==> config.mk <==
export PLATFORM = sky130hd
export DESIGN_NAME = dwdt_host
export DESIGN_NICKNAME = d
export VERILOG_FILES = /design/src/dwdt_pkg.sv /design/src/dwdt_host.sv /design/src/dwdt_kicker.sv
export SDC_FILE = /design/constraint.sdc
export NUM_CORES = 1
export LEC_CHECK = 0
export BUFFER_PORTS_ARGS = -buffer_cell sky130_fd_sc_hd__buf_2
export CELL_PAD_IN_SITES_DETAIL_PLACEMENT = 1
export CELL_PAD_IN_SITES_GLOBAL_PLACEMENT = 1
export CORE_MARGIN = 2
export CORE_UTILIZATION = 49
export DETAILED_ROUTE_END_ITERATION = 8
export MAX_ROUTING_LAYER = met4
export PLACE_DENSITY_LB_ADDON = 0.1
export SYNTH_ARGS = -nofsm -noshare
export SYNTH_HDL_FRONTEND = slang
export SYNTH_SLANG_ARGS = --single-unit
export TNS_END_PERCENT = 20
==> constraint.sdc <==
create_clock -name sys_clk -period 7.83 [get_ports sys_clk]
set_input_delay 1.1745 -clock sys_clk [delete_from_list [all_inputs] [get_ports sys_clk]]
set_output_delay 1.1745 -clock sys_clk [all_outputs]
set_load 0.02 [all_outputs]
==> src/dwdt_pkg.sv <==
package dwdt_pkg;
  // System clock rate
  localparam int unsigned CLK_HZ = 25_000_000;
  // Recommended low time of one kick, in ms
  localparam int unsigned KICK_LOW_MS = 200;
  localparam int unsigned KICK_LOW_CYC = (CLK_HZ / 1000) * KICK_LOW_MS;
  // Shortest and longest configurable timeout, in seconds
  localparam int unsigned TIMEOUT_MIN_S = 30;
  localparam int unsigned TIMEOUT_MAX_S = 240;
  // Default kick period, safely below the shortest timeout, in seconds
  localparam int unsigned KICK_PERIOD_S = 20;
  // Expiry pulse length, in ms
  localparam int unsigned EXPIRY_PULSE_MS = 300;
  localparam int unsigned EXPIRY_PULSE_CYC = (CLK_HZ / 1000) * EXPIRY_PULSE_MS;
  // Width of the time counters
  localparam int unsigned CNT_W = 40;
  // Kicker states
  typedef enum logic [1:0] {
    DWDT_IDLE,
    DWDT_LOW,
    DWDT_WAIT
  } dwdt_kick_state_t;
endpackage
==> src/dwdt_host.sv <==
`timescale 1ns/1ps
module dwdt_host #(
  parameter logic [39:0] KICK_LOW_CYC = 40'(dwdt_pkg::KICK_LOW_CYC),
  parameter logic [39:0] KICK_PERIOD_CYC = 40'(64'(dwdt_pkg::CLK_HZ) * dwdt_pkg::KICK_PERIOD_S),
  parameter logic [39:0] PULSE_CYC = 40'(dwdt_pkg::EXPIRY_PULSE_CYC)
) (
  // Clock and reset
  input wire logic sys_clk,
  input wire logic rst_b,
  // Host controls
  input wire logic wd1_enable,
  input wire logic wd2_enable,
  input wire logic cascade_mode,
  input wire logic buffered_mode,
  input wire logic wd1_kick_now,
  input wire logic wd2_kick_now,
  // Kick pins, three signals each
  input wire logic wd1_kick_in,
  output logic wd1_kick_o,
  output logic wd1_kick_oe,
  input wire logic wd2_kick_in,
  output logic wd2_kick_o,
  output logic wd2_kick_oe,
  // Device outputs observed
  input wire logic wd1_reset_drain_out,
  input wire logic wd2_reset_drain_out,
  input wire logic wd1_pulse_out,
  input wire logic wd2_pulse_out,
  // Status to host logic
  output logic wd1_expired,
  output logic wd2_expired,
  output logic wd1_kicking,
  output logic wd2_kicking,
  output logic [39:0] pulse_gap
);
  // Cascade joins both kicks into one; lockstep holds only if
  // both kickers are idle when cascade is entered
  logic k2_enable, k2_now;
  assign k2_enable = cascade_mode ? wd1_enable : wd2_enable;
  assign k2_now = cascade_mode ? wd1_kick_now : wd2_kick_now;

  // First channel kicker
  dwdt_kicker #(.CNT_W(dwdt_pkg::CNT_W), .LOW_CYC(KICK_LOW_CYC), .PERIOD_CYC(KICK_PERIOD_CYC))
  u_k1 (
    .sys_clk(sys_clk), .rst_b(rst_b), .enable(wd1_enable), .kick_now(wd1_kick_now),
    .buffered_drive_high(buffered_mode),
    .kick_in(wd1_kick_in), .kick_o(wd1_kick_o), .kick_oe(wd1_kick_oe),
    .kick_busy(wd1_kicking)
  );
  // Second channel kicker; lockstep with first in cascade
  dwdt_kicker #(.CNT_W(dwdt_pkg::CNT_W), .LOW_CYC(KICK_LOW_CYC), .PERIOD_CYC(KICK_PERIOD_CYC))
  u_k2 (
    .sys_clk(sys_clk), .rst_b(rst_b), .enable(k2_enable), .kick_now(k2_now),
    .buffered_drive_high(buffered_mode),
    .kick_in(wd2_kick_in), .kick_o(wd2_kick_o), .kick_oe(wd2_kick_oe),
    .kick_busy(wd2_kicking)
  );

  // Expiry detection and cascade gap measure
  logic p1_d_reg, p1_d_next, p2_d_reg, p2_d_next;
  logic e1_reg, e1_next, e2_reg, e2_next;
  logic gap_run_reg, gap_run_next;
  logic [39:0] gap_cnt_reg, gap_cnt_next;
  logic [39:0] gap_reg, gap_next;
  logic expiry1, expiry2;

  // An expiry is a rising pulse or a reset pulled low
  assign expiry1 = wd1_pulse_out || !wd1_reset_drain_out;
  assign expiry2 = wd2_pulse_out || !wd2_reset_drain_out;

  // Next values: sticky expiry flags cleared by a new kick, gap timer
  always_comb begin
    p1_d_next = expiry1;
    p2_d_next = expiry2;
    e1_next = e1_reg;
    e2_next = e2_reg;
    if (wd1_kicking) begin
      e1_next = 1'b0;
    end
    if (wd2_kicking) begin
      e2_next = 1'b0;
    end
    // Set wins over clear
    if (expiry1 && !p1_d_reg) begin
      e1_next = 1'b1;
    end
    if (expiry2 && !p2_d_reg) begin
      e2_next = 1'b1;
    end
    gap_run_next = gap_run_reg;
    gap_cnt_next = gap_cnt_reg;
    gap_next = gap_reg;
    if (cascade_mode && expiry2 && !p2_d_reg) begin
      // Shorter second timer expires first: start measuring there
      gap_run_next = 1'b1;
      gap_cnt_next = 40'h1;
    end else if (gap_run_reg) begin
      if (expiry1 && !p1_d_reg) begin
        // First timer's pulse: record spacing edge to edge
        gap_run_next = 1'b0;
        gap_next = gap_cnt_reg;
      end else begin
        gap_cnt_next = gap_cnt_reg + 40'h1;
      end
    end
  end

  // Registers
  always_ff @(posedge sys_clk) begin
    if (!rst_b) begin
      p1_d_reg <= 1'b0;
      p2_d_reg <= 1'b0;
      e1_reg <= 1'b0;
      e2_reg <= 1'b0;
      gap_run_reg <= 1'b0;
      gap_cnt_reg <= 40'h0;
      gap_reg <= 40'h0;
    end else begin
      p1_d_reg <= p1_d_next;
      p2_d_reg <= p2_d_next;
      e1_reg <= e1_next;
      e2_reg <= e2_next;
      gap_run_reg <= gap_run_next;
      gap_cnt_reg <= gap_cnt_next;
      gap_reg <= gap_next;
    end
  end

  assign wd1_expired = e1_reg;
  assign wd2_expired = e2_reg;
  assign pulse_gap = gap_reg;

  // Cascade kicks both pins together
  AST_CASCADE_SYNC: assert property (@(posedge sys_clk) disable iff (!rst_b)
    (cascade_mode && $rose(wd1_kicking) && $stable(cascade_mode))
    |-> wd2_kicking || $past(wd2_kicking))
    else $error("cascade kicks apart");
  // Expiry flag set one cycle after an expiry edge
  AST_EXP_SET: assert property (@(posedge sys_clk) disable iff (!rst_b)
    (expiry1 && !p1_d_reg) |=> wd1_expired) else $error("expiry missed");
  // Gap capture takes the counted value at the first timer's edge
  AST_GAP: assert property (@(posedge sys_clk) disable iff (!rst_b)
    (gap_run_reg && expiry1 && !p1_d_reg && !(cascade_mode && expiry2 && !p2_d_reg))
    |=> pulse_gap == $past(gap_cnt_reg)) else $error("gap wrong");
  // Idle second kick pin never driven in unbuffered mode
  AST_IDLE_PIN: assert property (@(posedge sys_clk) disable iff (!rst_b)
    (!wd2_kicking && !buffered_mode && $stable(buffered_mode)) |-> !wd2_kick_oe)
    else $error("pin driven idle");
  COV_EXP: cover property (@(posedge sys_clk) disable iff (!rst_b) $rose(wd1_expired));
  COV_CASC: cover property (@(posedge sys_clk) disable iff (!rst_b) $fell(gap_run_reg));
  COV_BUF: cover property (@(posedge sys_clk) disable iff (!rst_b) buffered_mode && wd1_kicking);
endmodule

==> src/dwdt_kicker.sv <==
`timescale 1ns/1ps
// One kick channel: drives the kick pin low for a fixed time, then floats it, or drives it high on the buffered header
module dwdt_kicker #(
  parameter int unsigned CNT_W = 40,
  parameter logic [39:0] LOW_CYC = 40'h00004c4b40,
  parameter logic [39:0] PERIOD_CYC = 40'h001dcd6500
) (
  // Clock and reset
  input wire logic sys_clk,
  input wire logic rst_b,
  // Control
  input wire logic enable,
  input wire logic kick_now,
  input wire logic buffered_drive_high,
  // Kick pin, three signals
  input wire logic kick_in,
  output logic kick_o,
  output logic kick_oe,
  // Status
  output logic kick_busy
);
  // State and counter
  dwdt_pkg::dwdt_kick_state_t state_reg, state_next;
  logic [39:0] cnt_reg, cnt_next;
  logic kick_o_reg, kick_o_next;
  logic kick_oe_reg, kick_oe_next;

  // Next state: low phase, then release, then wait out the period
  always_comb begin
    state_next = state_reg;
    cnt_next = cnt_reg;
    kick_o_next = 1'b0;
    kick_oe_next = 1'b0;
    unique case (state_reg)
      dwdt_pkg::DWDT_IDLE: begin
        // Released pin: float, or drive high on the buffered header
        kick_o_next = buffered_drive_high;
        kick_oe_next = buffered_drive_high;
        // Kicking resumes on the first edge after a reset when enabled
        if (enable || kick_now) begin
          state_next = dwdt_pkg::DWDT_LOW;
          cnt_next = LOW_CYC - 40'h1;
          kick_o_next = 1'b0;
          kick_oe_next = 1'b1;
        end
      end
      dwdt_pkg::DWDT_LOW: begin
        kick_o_next = 1'b0;
        kick_oe_next = 1'b1;
        if (cnt_reg == 40'h0) begin
          // Release after the low time
          state_next = dwdt_pkg::DWDT_WAIT;
          cnt_next = PERIOD_CYC - LOW_CYC - 40'h1;
          kick_o_next = buffered_drive_high;
          kick_oe_next = buffered_drive_high;
        end else begin
          cnt_next = cnt_reg - 40'h1;
        end
      end
      dwdt_pkg::DWDT_WAIT: begin
        kick_o_next = buffered_drive_high;
        kick_oe_next = buffered_drive_high;
        if (kick_now) begin
          state_next = dwdt_pkg::DWDT_LOW;
          cnt_next = LOW_CYC - 40'h1;
          kick_o_next = 1'b0;
          kick_oe_next = 1'b1;
        end else if (cnt_reg == 40'h0) begin
          // Period over, kick again well before the timeout
          state_next = dwdt_pkg::DWDT_IDLE;
        end else begin
          cnt_next = cnt_reg - 40'h1;
        end
      end
    endcase
  end

  // Registers
  always_ff @(posedge sys_clk) begin
    if (!rst_b) begin
      state_reg <= dwdt_pkg::DWDT_IDLE;
      cnt_reg <= 40'h0;
      kick_o_reg <= 1'b0;
      kick_oe_reg <= 1'b0;
    end else begin
      state_reg <= state_next;
      cnt_reg <= cnt_next;
      kick_o_reg <= kick_o_next;
      kick_oe_reg <= kick_oe_next;
    end
  end

  assign kick_o = kick_o_reg;
  assign kick_oe = kick_oe_reg;
  assign kick_busy = (state_reg == dwdt_pkg::DWDT_LOW);

  // Pin is driven low exactly while in the low phase
  AST_LOW_DRIVE: assert property (@(posedge sys_clk) disable iff (!rst_b)
    (state_reg == dwdt_pkg::DWDT_LOW) |-> (kick_oe && !kick_o)) else $error("kick not low");
  // Outside the low phase the pin is never pulled low
  AST_NO_LOW_IDLE: assert property (@(posedge sys_clk) disable iff (!rst_b)
    (state_reg != dwdt_pkg::DWDT_LOW) |-> !(kick_oe && !kick_o)) else $error("stray low");
  // Unbuffered use: released pin floats
  AST_FLOAT: assert property (@(posedge sys_clk) disable iff (!rst_b)
    (state_reg == dwdt_pkg::DWDT_WAIT && !buffered_drive_high) |-> !kick_oe)
    else $error("pin not floating");
  // Low phase lasts the set time at least eight cycles
  AST_LOW_HOLD: assert property (@(posedge sys_clk) disable iff (!rst_b)
    $rose(kick_busy) |-> kick_busy [*8]) else $error("low too short");
  // Pin reads back low while the kicker pulls it down
  AST_PIN_BACK: assert property (@(posedge sys_clk) disable iff (!rst_b)
    (kick_oe && !kick_o) |-> !kick_in) else $error("pin not low");
  COV_KICK: cover property (@(posedge sys_clk) disable iff (!rst_b) $fell(kick_busy));
endmodule

==> run_summary.xml, run 1 <==
<?xml version="1.0" encoding="UTF-8"?>
<metrics>
  <group name="logic_synthesis">
    <metric name="syn-mean-instance-area" unit="um2">7.95</metric>
    <metric name="cell_types_with_the_highest_counts_after_synthesis" unit="">173 x sky130_fd_sc_hd__dfxtp_1, 133 x sky130_fd_sc_hd__nand2_1, 113 x sky130_fd_sc_hd__nor2_1</metric>
    <metric name="netlist_area" unit="um2">8390</metric>
    <metric name="synthesis.instances" unit="">1055</metric>
    <metric name="async_reset_ff_share" unit="%">0</metric>
    <metric name="synth_top_area_share" unit="%">41.3</metric>
    <metric name="yosysUniqueCellTypes" unit="">64</metric>
    <metric name="synth_sequential_area_ratio" unit="%">41.3</metric>
    <metric name="post-synth-top-count-cell" unit="">sky130_fd_sc_hd__dfxtp_1</metric>
    <metric name="ys_top_cells_by_area" unit="">sky130_fd_sc_hd__dfxtp_1 41%, sky130_fd_sc_hd__a21oi_1 6.5%, sky130_fd_sc_hd__nand2_1 6.0%</metric>
    <metric name="syn_nets" unit="">1079</metric>
    <metric name="yosys_warnings" unit="">0</metric>
    <metric name="postSynthRegisterBits" unit="">173</metric>
    <metric name="synth_enable_flop_cells" unit="">0</metric>
    <metric name="ys_dominant_reg_cell" unit="">sky130_fd_sc_hd__dfxtp_1</metric>
    <metric name="synth.largest_area_cell" unit="">sky130_fd_sc_hd__dfxtp_1</metric>
  </group>
  <group name="clock_tree">
    <metric name="number_of_buffers_created_by_cts" unit="">17</metric>
    <metric name="cts_tree" unit="">built</metric>
    <metric name="worst_setup_hold_path_clk_slew" unit="ps">70</metric>
    <metric name="max-clock-path-buffers" unit="">2</metric>
    <metric name="clock_sinks" unit="">173</metric>
    <metric name="clock_network_latency_to_the_later_pin_of_the_worst_skew_pair" unit="ps">430</metric>
    <metric name="clock-root-buffer" unit="">sky130_fd_sc_hd__clkbuf_16</metric>
    <metric name="post_cts_resize_count" unit="">0</metric>
    <metric name="cts.repair_timing.setup_buffer_count" unit="">0</metric>
    <metric name="holdBufCountCts" unit="">0</metric>
    <metric name="h_tree_levels" unit="">4</metric>
  </group>
  <group name="placed_design">
    <metric name="place_hpwl" unit="um">15800</metric>
    <metric name="finalWeightedCongestion" unit="">0.868</metric>
    <metric name="port-buffer-count" unit="">59</metric>
  </group>
  <group name="sta">
    <metric name="layout_min_cycle_time" unit="ps">3740</metric>
    <metric name="final_min_period_over_clock_period" unit="%">47.8</metric>
    <metric name="finalHoldViolCount" unit="">0</metric>
    <metric name="worst_pin_slew" unit="ps">1140</metric>
    <metric name="setup_tns" unit="ps">0</metric>
    <metric name="report.final.slew_viol_count" unit="">0</metric>
    <metric name="clock-skew-final" unit="ps">10.6</metric>
    <metric name="worst_slew_margin_rel" unit="%">22.7</metric>
    <metric name="timing.fmax" unit="MHz">267</metric>
    <metric name="grt_setup_unrepaired" unit="">no</metric>
    <metric name="setup_viol_count_final" unit="">0</metric>
  </group>
  <group name="setup_path">
    <metric name="worst_ep_arrival" unit="ps">4100</metric>
    <metric name="criticalPathCategory" unit="">flop to flop</metric>
    <metric name="crit_path_max_fanout" unit="">20</metric>
    <metric name="cp-start-kind" unit="">flop</metric>
    <metric name="worstSetupEndpointType" unit="">flop</metric>
    <metric name="required" unit="ps">8190</metric>
  </group>
  <group name="drt">
    <metric name="num_vias" unit="">7940</metric>
    <metric name="detail_route.drc_violations" unit="">0</metric>
    <metric name="detailed_routing_iteration_count_for_the_pre_antenna_repair_pass" unit="">5</metric>
    <metric name="dr.first_iter.drc_count" unit="">454</metric>
    <metric name="via_to_cell_ratio" unit="">6.00</metric>
    <metric name="met3WireLength" unit="um">986</metric>
    <metric name="routedWlPerCell" unit="um">17.9</metric>
    <metric name="wl" unit="um">23700</metric>
    <metric name="post_route_met1_wirelength" unit="um">11000</metric>
    <metric name="dr.max_layer_used" unit="">met4</metric>
    <metric name="detailroute.wirelength.met2" unit="um">11300</metric>
    <metric name="drtAntennaViolNets" unit="">0</metric>
  </group>
  <group name="layout">
    <metric name="finish.utilization" unit="%">56.3</metric>
    <metric name="seq_area" unit="um2">3460</metric>
    <metric name="insertedDiodeCount" unit="">0</metric>
    <metric name="post_route_cells_drive_above_1_share" unit="%">11.2</metric>
    <metric name="fin_nets" unit="">1114</metric>
    <metric name="area_occupied_by_multi_input_gates" unit="um2">4630</metric>
    <metric name="area_growth_syn_to_layout" unit="%">11.6</metric>
    <metric name="final.fill_count" unit="">2113</metric>
  </group>
  <group name="floorplanning">
    <metric name="num_rows" unit="">47</metric>
    <metric name="initial_utilization" unit="%">50.4</metric>
    <metric name="fp.dieW" unit="um">135</metric>
    <metric name="count_of_boundary_i_o_pins" unit="">62</metric>
    <metric name="design.core.area" unit="um2">16600</metric>
    <metric name="dieHeight" unit="um">135</metric>
    <metric name="floorplan.die_area" unit="um2">18200</metric>
  </group>
  <group name="global_route">
    <metric name="gr-usage-all-layers" unit="%">28.0</metric>
    <metric name="grt_pass1_wl" unit="um">39900</metric>
    <metric name="grt_pass1_vias" unit="">7859</metric>
    <metric name="grt.overflow.total" unit="">0</metric>
    <metric name="antenna_found_initial" unit="">0</metric>
    <metric name="largest_net_degree_at_the_start_of_global_routing" unit="">71</metric>
  </group>
  <group name="pwr">
    <metric name="vdd_ir_drop_max" unit="uV">184</metric>
    <metric name="power.density" unit="nW/um2">223</metric>
    <metric name="power.leakage" unit="nW">3.35</metric>
  </group>
  <group name="status">
    <metric name="status" unit="">finished clean</metric>
  </group>
  <group name="hold_path">
    <metric name="timing.hold.worst.class" unit="">flop to flop</metric>
  </group>
  <group name="flow_run">
    <metric name="cap_violations" unit="">0</metric>
  </group>
</metrics>
==> final cells by class <==
class,instances,area share (%)
clock buffers,20,4.77
clock inverters,12,1.10
inverters,21,0.842
multi-input cells,808,49.4
flip-flops and latches,173,37.0
well taps,220,2.94
repair buffers,69,3.96
==> metrics by stage <==
stage                     std cells  hold WS, ps  total power, mW  cell area, um2  setup slack (ps)
after floorplan                1055          439             1.20            8390              4810
after global placement         1291          440             1.28            8810              3920
after detailed placement       1291          444             1.29            8810              3790
after CTS                      1323          454             2.10            9360              4090
after global routing           1323          470             2.17            9360              3750
final                          1323          452             2.09            9360              4090
==> power breakdown <==
| part | leakage (nW) | switching, mW | internal [mW] |
|---|---|---|---|
| Sequential | 1.40 | 0.0348 | 0.910 |
| Clock | 0.262 | 0.388 | 0.424 |
| Combinational | 1.68 | 0.225 | 0.106 |
| Total | 3.35 | 0.648 | 1.44 |
==> logic make-up (layout without fill, tap and decap cells) <==
| kind of cell | count (synthesis) | in the layout | synth area share, % |
|---|---|---|---|
| xor gates and xnor gates | 65 | 65 | 6.79 |
| and+or+nand+nor | 482 | 482 | 28.5 |
| AOI/OAI and AO/OA | 247 | 247 | 17.8 |
| muxes | 4 | 4 | 0.477 |
| buffers and inverters | 74 | 122 | 3.64 |
| DFF | 173 | 173 | 41.3 |
| adders and majority gates | 10 | 10 | 1.49 |
==> final timing paths <==
kind	startpoint	endpoint	slack [ps]	cells after the start
min reg2reg	pulse_gap[5]	pulse_gap[5]	450	2
min	pulse_gap[5]	pulse_gap[5]	450	2
max	u_k1.cnt_reg[0]	u_k1.cnt_reg[37]	4090	8
max reg2reg	u_k1.cnt_reg[0]	u_k1.cnt_reg[37]	4090	8
==> critical path, stage by stage, from the launching register on <==
cell and delay (ps):
sky130_fd_sc_hd__dfxtp_1 330, sky130_fd_sc_hd__inv_1 110, sky130_fd_sc_hd__ha_1 220, sky130_fd_sc_hd__nor4b_2 560, sky130_fd_sc_hd__nand4_1 750, sky130_fd_sc_hd__or3_4 650, sky130_fd_sc_hd__nand2_1 520, sky130_fd_sc_hd__nand2_1 270
sky130_fd_sc_hd__a31oi_1 240
==> metal layers <==
| metal | GRT usage, % | up-vias |
|---|---|---|
| li1 | - | 3861 |
| met3 | 5.33 | 32 |
| met1 | 35.9 | 3882 |
| met2 | 45.0 | 165 |
| met4 | 8.36 | 0 |
| met5 | - | - |
==> placed cells by master, fill, tap and decap left out, types with 11 or more instances in the layout <==
cell type / count
sky130_fd_sc_hd__o211ai_1: 11
sky130_fd_sc_hd__a21oi_1: 109
sky130_fd_sc_hd__dfxtp_1: 173
sky130_fd_sc_hd__o21ai_0: 47
sky130_fd_sc_hd__nor4_1: 27
sky130_fd_sc_hd__xnor2_1: 26
sky130_fd_sc_hd__nor3_1: 46
sky130_fd_sc_hd__or4_1: 11
sky130_fd_sc_hd__buf_2: 59
sky130_fd_sc_hd__xor2_1: 39
sky130_fd_sc_hd__a31oi_1: 16
sky130_fd_sc_hd__nand2_1: 133
sky130_fd_sc_hd__inv_1: 20
sky130_fd_sc_hd__clkbuf_16: 17
sky130_fd_sc_hd__nand3_1: 49
sky130_fd_sc_hd__or3_1: 17
sky130_fd_sc_hd__nor2_1: 113
sky130_fd_sc_hd__nand4_1: 29
Power figures use the tool's default switching activity.
==> run 2: changes to the inputs <==
--- a/config.mk
+++ b/config.mk
@@ -9,7 +9,7 @@
 export CELL_PAD_IN_SITES_DETAIL_PLACEMENT = 1
 export CELL_PAD_IN_SITES_GLOBAL_PLACEMENT = 1
 export CORE_MARGIN = 2
-export CORE_UTILIZATION = 49
+export CORE_UTILIZATION = 41
 export DETAILED_ROUTE_END_ITERATION = 8
 export MAX_ROUTING_LAYER = met4
 export PLACE_DENSITY_LB_ADDON = 0.1
==> constraint.sdc (replaced) <==
create_clock -name sys_clk -period 3.4 [get_ports sys_clk]
set_input_delay 0.51 -clock sys_clk [delete_from_list [all_inputs] [get_ports sys_clk]]
set_output_delay 0.51 -clock sys_clk [all_outputs]
set_load 0.02 [all_outputs]
==> run_summary.xml, run 2 (same netlist as run 1, synthesis figures left out) <==
<?xml version="1.0" encoding="UTF-8"?>
<metrics>
  <group name="global_route">
    <metric name="largest_net_degree_at_the_start_of_global_routing" unit="">41</metric>
    <metric name="antenna_found_initial" unit="">0</metric>
    <metric name="grt.overflow.total" unit="">0</metric>
    <metric name="grt_pass1_wl" unit="um">41300</metric>
    <metric name="gr-usage-all-layers" unit="%">24.1</metric>
    <metric name="grt_pass1_vias" unit="">7734</metric>
  </group>
  <group name="pwr">
    <metric name="power.leakage" unit="nW">3.53</metric>
    <metric name="vdd_ir_drop_max" unit="uV">297</metric>
    <metric name="power.density" unit="nW/um2">515</metric>
    <metric name="power.total" unit="mW">5.00</metric>
  </group>
  <group name="sta">
    <metric name="setup_tns" unit="ps">0</metric>
    <metric name="grt_setup_unrepaired" unit="">no</metric>
    <metric name="clock-skew-final" unit="ps">15.7</metric>
    <metric name="setup_viol_count_final" unit="">0</metric>
    <metric name="finalHoldViolCount" unit="">0</metric>
    <metric name="layout_min_cycle_time" unit="ps">2900</metric>
    <metric name="timing.fmax" unit="MHz">345</metric>
    <metric name="final_min_period_over_clock_period" unit="%">85.4</metric>
    <metric name="worst_slew_margin_rel" unit="%">34.8</metric>
    <metric name="report.final.slew_viol_count" unit="">0</metric>
    <metric name="worst_pin_slew" unit="ps">974</metric>
  </group>
  <group name="clock_tree">
    <metric name="h_tree_levels" unit="">4</metric>
    <metric name="worst_setup_hold_path_clk_slew" unit="ps">70</metric>
    <metric name="clock_sinks" unit="">173</metric>
    <metric name="max-clock-path-buffers" unit="">2</metric>
    <metric name="cts.repair_timing.setup_buffer_count" unit="">0</metric>
    <metric name="clock_network_latency_to_the_later_pin_of_the_worst_skew_pair" unit="ps">450</metric>
    <metric name="clock-root-buffer" unit="">sky130_fd_sc_hd__clkbuf_16</metric>
    <metric name="cts_tree" unit="">built</metric>
    <metric name="post_cts_resize_count" unit="">0</metric>
    <metric name="holdBufCountCts" unit="">0</metric>
    <metric name="number_of_buffers_created_by_cts" unit="">17</metric>
  </group>
  <group name="hold_path">
    <metric name="hold_end" unit="">p2_d_reg</metric>
    <metric name="timing.hold.worst.class" unit="">input pin to flop</metric>
    <metric name="worst_hold_path.num_cells" unit="">2</metric>
    <metric name="min-delay-start" unit="">wd2_reset_drain_out</metric>
  </group>
  <group name="setup_path">
    <metric name="worstReg2RegEnd" unit="">u_k1.cnt_reg[32]</metric>
    <metric name="timing.rr.start" unit="">u_k1.cnt_reg[16]</metric>
    <metric name="timing.reg2reg.worst_path_depth" unit="">5</metric>
    <metric name="worst_ep_arrival" unit="ps">3210</metric>
    <metric name="crit_path_max_fanout" unit="">8</metric>
    <metric name="r2r_setup_slack" unit="ps">500</metric>
    <metric name="required" unit="ps">3700</metric>
    <metric name="worstSetupEndpointType" unit="">flop</metric>
    <metric name="cp-start-kind" unit="">flop</metric>
    <metric name="criticalPathCategory" unit="">flop to flop</metric>
  </group>
  <group name="drt">
    <metric name="dr.first_iter.drc_count" unit="">365</metric>
    <metric name="wl" unit="um">24700</metric>
    <metric name="num_vias" unit="">7951</metric>
    <metric name="routedWlPerCell" unit="um">17.6</metric>
    <metric name="detailed_routing_iteration_count_for_the_pre_antenna_repair_pass" unit="">4</metric>
    <metric name="detail_route.drc_violations" unit="">0</metric>
    <metric name="drtAntennaViolNets" unit="">0</metric>
    <metric name="via_to_cell_ratio" unit="">5.67</metric>
  </group>
  <group name="floorplanning">
    <metric name="design.core.area" unit="um2">20200</metric>
    <metric name="num_rows" unit="">52</metric>
    <metric name="fp.dieW" unit="um">147</metric>
    <metric name="dieHeight" unit="um">147</metric>
    <metric name="initial_utilization" unit="%">41.6</metric>
    <metric name="count_of_boundary_i_o_pins" unit="">62</metric>
    <metric name="floorplan.die_area" unit="um2">21600</metric>
  </group>
  <group name="status">
    <metric name="status" unit="">finished clean</metric>
  </group>
  <group name="placed_design">
    <metric name="finalWeightedCongestion" unit="">0.853</metric>
    <metric name="place.detailed.instances" unit="">1371</metric>
    <metric name="place_hpwl" unit="um">17300</metric>
    <metric name="port-buffer-count" unit="">59</metric>
  </group>
  <group name="layout">
    <metric name="instances_no_fill" unit="">1403</metric>
    <metric name="most-common-layout-cells" unit="">173 x sky130_fd_sc_hd__dfxtp_1, 133 x sky130_fd_sc_hd__nand2_1, 113 x sky130_fd_sc_hd__nor2_1</metric>
    <metric name="insertedDiodeCount" unit="">0</metric>
    <metric name="final.fill_count" unit="">2483</metric>
    <metric name="fin_nets" unit="">1144</metric>
    <metric name="area_growth_syn_to_layout" unit="%">15.8</metric>
    <metric name="post_route_cells_drive_above_1_share" unit="%">13.7</metric>
    <metric name="mostFrequentLayoutCell" unit="">sky130_fd_sc_hd__dfxtp_1</metric>
  </group>
  <group name="flow_run">
    <metric name="cap_violations" unit="">0</metric>
  </group>
</metrics>
==> run 2: cell types whose count changed in the layout (fill, tap and decap cells not counted) <==
cell / before / now
sky130_fd_sc_hd__clkinvlp_4: 3 / 2
sky130_fd_sc_hd__inv_8: 2 / 4
sky130_fd_sc_hd__buf_4: 10 / 39
sky130_fd_sc_hd__clkbuf_1: 2 / 1
sky130_fd_sc_hd__clkinv_8: 0 / 3
sky130_fd_sc_hd__inv_6: 5 / 3
sky130_fd_sc_hd__bufinv_16: 0 / 1
sky130_fd_sc_hd__clkinv_2: 1 / 0
sky130_fd_sc_hd__clkbuf_8: 1 / 0
sky130_fd_sc_hd__buf_12: 0 / 1
==> run 2: worst max path at each step <==
stage / slack, ps / from / endpoint / depth (start not counted)
2_1_floorplan: 770 / u_k1.cnt_reg[16] / u_k1.cnt_reg[19] / 9
3_3_place_gp: 580 / u_k1.cnt_reg[16] / u_k1.cnt_reg[6] / 5
3_5_place_dp: 540 / u_k1.cnt_reg[16] / u_k1.cnt_reg[35] / 7
4_1_cts: 520 / u_k1.cnt_reg[16] / u_k1.cnt_reg[32] / 5
5_1_grt: 320 / u_k1.cnt_reg[0] / u_k1.cnt_reg[34] / 10
6_report: 500 / u_k1.cnt_reg[16] / u_k1.cnt_reg[32] / 5
==> run 2: stage by stage <==
| step | instance area, um2 | hold slack [ps] | util, % | setup slack (ps) |
|---|---|---|---|---|
| global route | 9720 | 263 | 48.2 | 321 |
| CTS | 9720 | 241 | 48.2 | 523 |
| global placement | 9110 | 439 | 45.2 | 575 |
| floorplan | 8390 | 439 | - | 774 |
| finish | 9720 | 253 | 48.2 | 498 |
| detailed placement | 9110 | 445 | 45.2 | 545 |
==> run 2: cell type report <==
class                   instances  area (um2)  area share, %
inverters                      21        78.8          0.811
flip-flops and latches        173        3460           35.6
multi-input cells             808        4630           47.6
repair buffers                 99         608           6.26
clock inverters                14         174           1.79
well taps                     270         338           3.48
clock buffers                  18         429           4.42
==> run 2: critical path: stages, from the launching register on <==
cell and delay, ps:
sky130_fd_sc_hd__dfxtp_1 360, sky130_fd_sc_hd__or4_1 700, sky130_fd_sc_hd__or3_1 510, sky130_fd_sc_hd__or4_4 610, sky130_fd_sc_hd__o311ai_4 470, sky130_fd_sc_hd__nor2_1 110
==> run 2: per-layer routing <==
metal / wire length (um) / track usage (%) / vias up
met5: 0 / - / -
met4: 239 / 4.76 / 0
met3: 1050 / 4.75 / 25
met2: 11600 / 38.5 / 133
met1: 11900 / 32.0 / 3867
li1: - / - / 3926
==> run 2: power breakdown <==
group / switching, mW / internal, mW / total [mW]
Clock: 0.954 / 1.05 / 2.01
Combinational: 0.533 / 0.284 / 0.817
Sequential: 0.0818 / 2.10 / 2.18
==> run 3: changes to the inputs <==
--- a/config.mk
+++ b/config.mk
@@ -8,6 +8,7 @@
 export BUFFER_PORTS_ARGS = -buffer_cell sky130_fd_sc_hd__buf_2
 export CELL_PAD_IN_SITES_DETAIL_PLACEMENT = 1
 export CELL_PAD_IN_SITES_GLOBAL_PLACEMENT = 1
+export CORE_ASPECT_RATIO = 0.5
 export CORE_MARGIN = 2
 export CORE_UTILIZATION = 41
 export DETAILED_ROUTE_END_ITERATION = 8
==> run_summary.xml, run 3 (same netlist as run 1, synthesis figures left out) <==
<?xml version="1.0" encoding="UTF-8"?>
<metrics>
  <group name="setup_path">
    <metric name="crit_path_max_fanout" unit="">16</metric>
    <metric name="worstSetupEndpointType" unit="">flop</metric>
    <metric name="required" unit="ps">3770</metric>
    <metric name="criticalPathCategory" unit="">flop to flop</metric>
    <metric name="cp-start-kind" unit="">flop</metric>
    <metric name="worst_ep_arrival" unit="ps">3360</metric>
  </group>
  <group name="floorplanning">
    <metric name="fp.dieW" unit="um">206</metric>
    <metric name="count_of_boundary_i_o_pins" unit="">62</metric>
    <metric name="initial_utilization" unit="%">42.4</metric>
    <metric name="num_rows" unit="">36</metric>
    <metric name="floorplan.die_area" unit="um2">21700</metric>
    <metric name="dieHeight" unit="um">105</metric>
    <metric name="design.core.area" unit="um2">19800</metric>
  </group>
  <group name="global_route">
    <metric name="grt_pass1_vias" unit="">8136</metric>
    <metric name="grt_pass1_wl" unit="um">42200</metric>
    <metric name="largest_net_degree_at_the_start_of_global_routing" unit="">56</metric>
    <metric name="gr-usage-all-layers" unit="%">25.2</metric>
    <metric name="antenna_found_initial" unit="">0</metric>
    <metric name="grt.overflow.total" unit="">0</metric>
  </group>
  <group name="clock_tree">
    <metric name="number_of_buffers_created_by_cts" unit="">17</metric>
    <metric name="worst_setup_hold_path_clk_slew" unit="ps">70</metric>
    <metric name="holdBufCountCts" unit="">0</metric>
    <metric name="clock_network_latency_to_the_later_pin_of_the_worst_skew_pair" unit="ps">460</metric>
    <metric name="post_cts_resize_count" unit="">0</metric>
    <metric name="h_tree_levels" unit="">4</metric>
    <metric name="cts_tree" unit="">built</metric>
    <metric name="clock-root-buffer" unit="">sky130_fd_sc_hd__clkbuf_16</metric>
    <metric name="cts.repair_timing.setup_buffer_count" unit="">0</metric>
    <metric name="clock_sinks" unit="">173</metric>
    <metric name="max-clock-path-buffers" unit="">2</metric>
  </group>
  <group name="pwr">
    <metric name="power.total" unit="mW">5.14</metric>
    <metric name="vdd_ir_drop_max" unit="uV">273</metric>
    <metric name="intPower" unit="mW">3.62</metric>
    <metric name="power.density" unit="nW/um2">526</metric>
    <metric name="seqPwrFrac" unit="%">42.4</metric>
    <metric name="comb_power_share" unit="%">16.3</metric>
    <metric name="power.net_switching" unit="mW">1.51</metric>
    <metric name="clock_power_share" unit="%">41.3</metric>
    <metric name="p_sw_share" unit="%">29.5</metric>
    <metric name="power.leakage" unit="nW">3.57</metric>
  </group>
  <group name="sta">
    <metric name="setup_tns" unit="ps">0</metric>
    <metric name="timing.fmax" unit="MHz">334</metric>
    <metric name="grt_setup_unrepaired" unit="">no</metric>
    <metric name="finalHoldViolCount" unit="">0</metric>
    <metric name="worst_pin_slew" unit="ps">898</metric>
    <metric name="final_min_period_over_clock_period" unit="%">88.0</metric>
    <metric name="report.final.slew_viol_count" unit="">0</metric>
    <metric name="clock-skew-final" unit="ps">9.21</metric>
    <metric name="setup_viol_count_final" unit="">0</metric>
    <metric name="worst_slew_margin_rel" unit="%">39.6</metric>
    <metric name="layout_min_cycle_time" unit="ps">2990</metric>
  </group>
  <group name="layout">
    <metric name="post_route_cells_drive_above_1_share" unit="%">13.8</metric>
    <metric name="final_area" unit="um2">9770</metric>
    <metric name="fin_nets" unit="">1148</metric>
    <metric name="most-common-layout-cells" unit="">173 x sky130_fd_sc_hd__dfxtp_1, 133 x sky130_fd_sc_hd__nand2_1, 113 x sky130_fd_sc_hd__nor2_1</metric>
    <metric name="mostFrequentLayoutCell" unit="">sky130_fd_sc_hd__dfxtp_1</metric>
    <metric name="final.fill_count" unit="">2434</metric>
    <metric name="area_growth_syn_to_layout" unit="%">16.5</metric>
    <metric name="insertedDiodeCount" unit="">0</metric>
  </group>
  <group name="hold_path">
    <metric name="timing.hold.worst.class" unit="">input pin to flop</metric>
  </group>
  <group name="drt">
    <metric name="dr.first_iter.drc_count" unit="">339</metric>
    <metric name="drtAntennaViolNets" unit="">0</metric>
    <metric name="detailed_routing_iteration_count_for_the_pre_antenna_repair_pass" unit="">4</metric>
    <metric name="routedWlPerCell" unit="um">18.2</metric>
    <metric name="num_vias" unit="">8066</metric>
    <metric name="wl" unit="um">25500</metric>
    <metric name="detail_route.drc_violations" unit="">0</metric>
    <metric name="via_to_cell_ratio" unit="">5.75</metric>
  </group>
  <group name="flow_run">
    <metric name="cap_violations" unit="">0</metric>
  </group>
  <group name="status">
    <metric name="status" unit="">finished clean</metric>
  </group>
  <group name="placed_design">
    <metric name="place_hpwl" unit="um">17600</metric>
    <metric name="port-buffer-count" unit="">59</metric>
    <metric name="finalWeightedCongestion" unit="">0.858</metric>
    <metric name="detailed_place.area" unit="um2">9150</metric>
  </group>
</metrics>
## run 3: cell types whose count changed in the layout (fill, tap and decap cells not counted), sizes merged
cell,delta
buf,+4
clkbuf,+4
clkinv,-3
bufinv,+2
inv,-2
clkinvlp,-1
## run 3: metal layers
layer	vias to the layer above	share of wire, %	track usage (%)
met5	-	0	-
met4	0	1.7	8.27
met3	32	3.0	5.27
met2	114	49	41.6
met1	3980	47	30.8
li1	3940	-	-
## run 3: power by group through the flow
| stage | combinational [mW] | sequential [mW] | clock, mW |
|---|---|---|---|
| 2_1_floorplan | 0.548 | 2.21 | 0 |
| 3_3_place_gp | 0.802 | 2.22 | 0 |
| 3_5_place_dp | 0.825 | 2.22 | 0 |
| 4_1_cts | 0.836 | 2.18 | 2.17 |
| 5_1_grt | 0.926 | 2.19 | 2.25 |
| 6_report | 0.836 | 2.18 | 2.12 |
## run 3: worst paths after layout
check	slack, ps	cells past startpoint	startpoint	to
setup reg to reg	410	7	u_k1.cnt_reg[16]	u_k1.cnt_reg[1]
hold / removal	240	2	wd2_reset_drain_out	p2_d_reg
setup / recovery	410	7	u_k1.cnt_reg[16]	u_k1.cnt_reg[1]
hold reg to reg	450	2	pulse_gap[30]	pulse_gap[30]
## run 3: worst max-delay path: stages, from the launching register on
cell and delay [ps]:
sky130_fd_sc_hd__dfxtp_1 360, sky130_fd_sc_hd__or4_1 670, sky130_fd_sc_hd__or4_1 650, sky130_fd_sc_hd__or3_4 450, sky130_fd_sc_hd__nand2_1 190, sky130_fd_sc_hd__buf_4 260
sky130_fd_sc_hd__nor3_1 110, sky130_fd_sc_hd__a211oi_1 220
## run 3: layout make-up
class | count | area [um2] | area share, %
Clock buffer | 22 | 474 | 4.85
Clock inverter | 10 | 149 | 1.52
Timing Repair Buffer | 103 | 651 | 6.66
Tap cell | 266 | 333 | 3.41
Multi-Input combinational cell | 808 | 4620 | 47.3
Sequential cell | 173 | 3460 | 35.5
Inverter | 21 | 78.8 | 0.807
## run 3: per-stage QoR
stage	setup slack, ps	utilization (%)	cells	hold WS [ps]
after floorplan	774	-	1055	439
final	408	49.4	1403	237
after global placement	556	46.2	1371	441
after detailed placement	482	46.2	1371	447
after global routing	237	49.4	1403	257
after CTS	412	49.4	1403	224
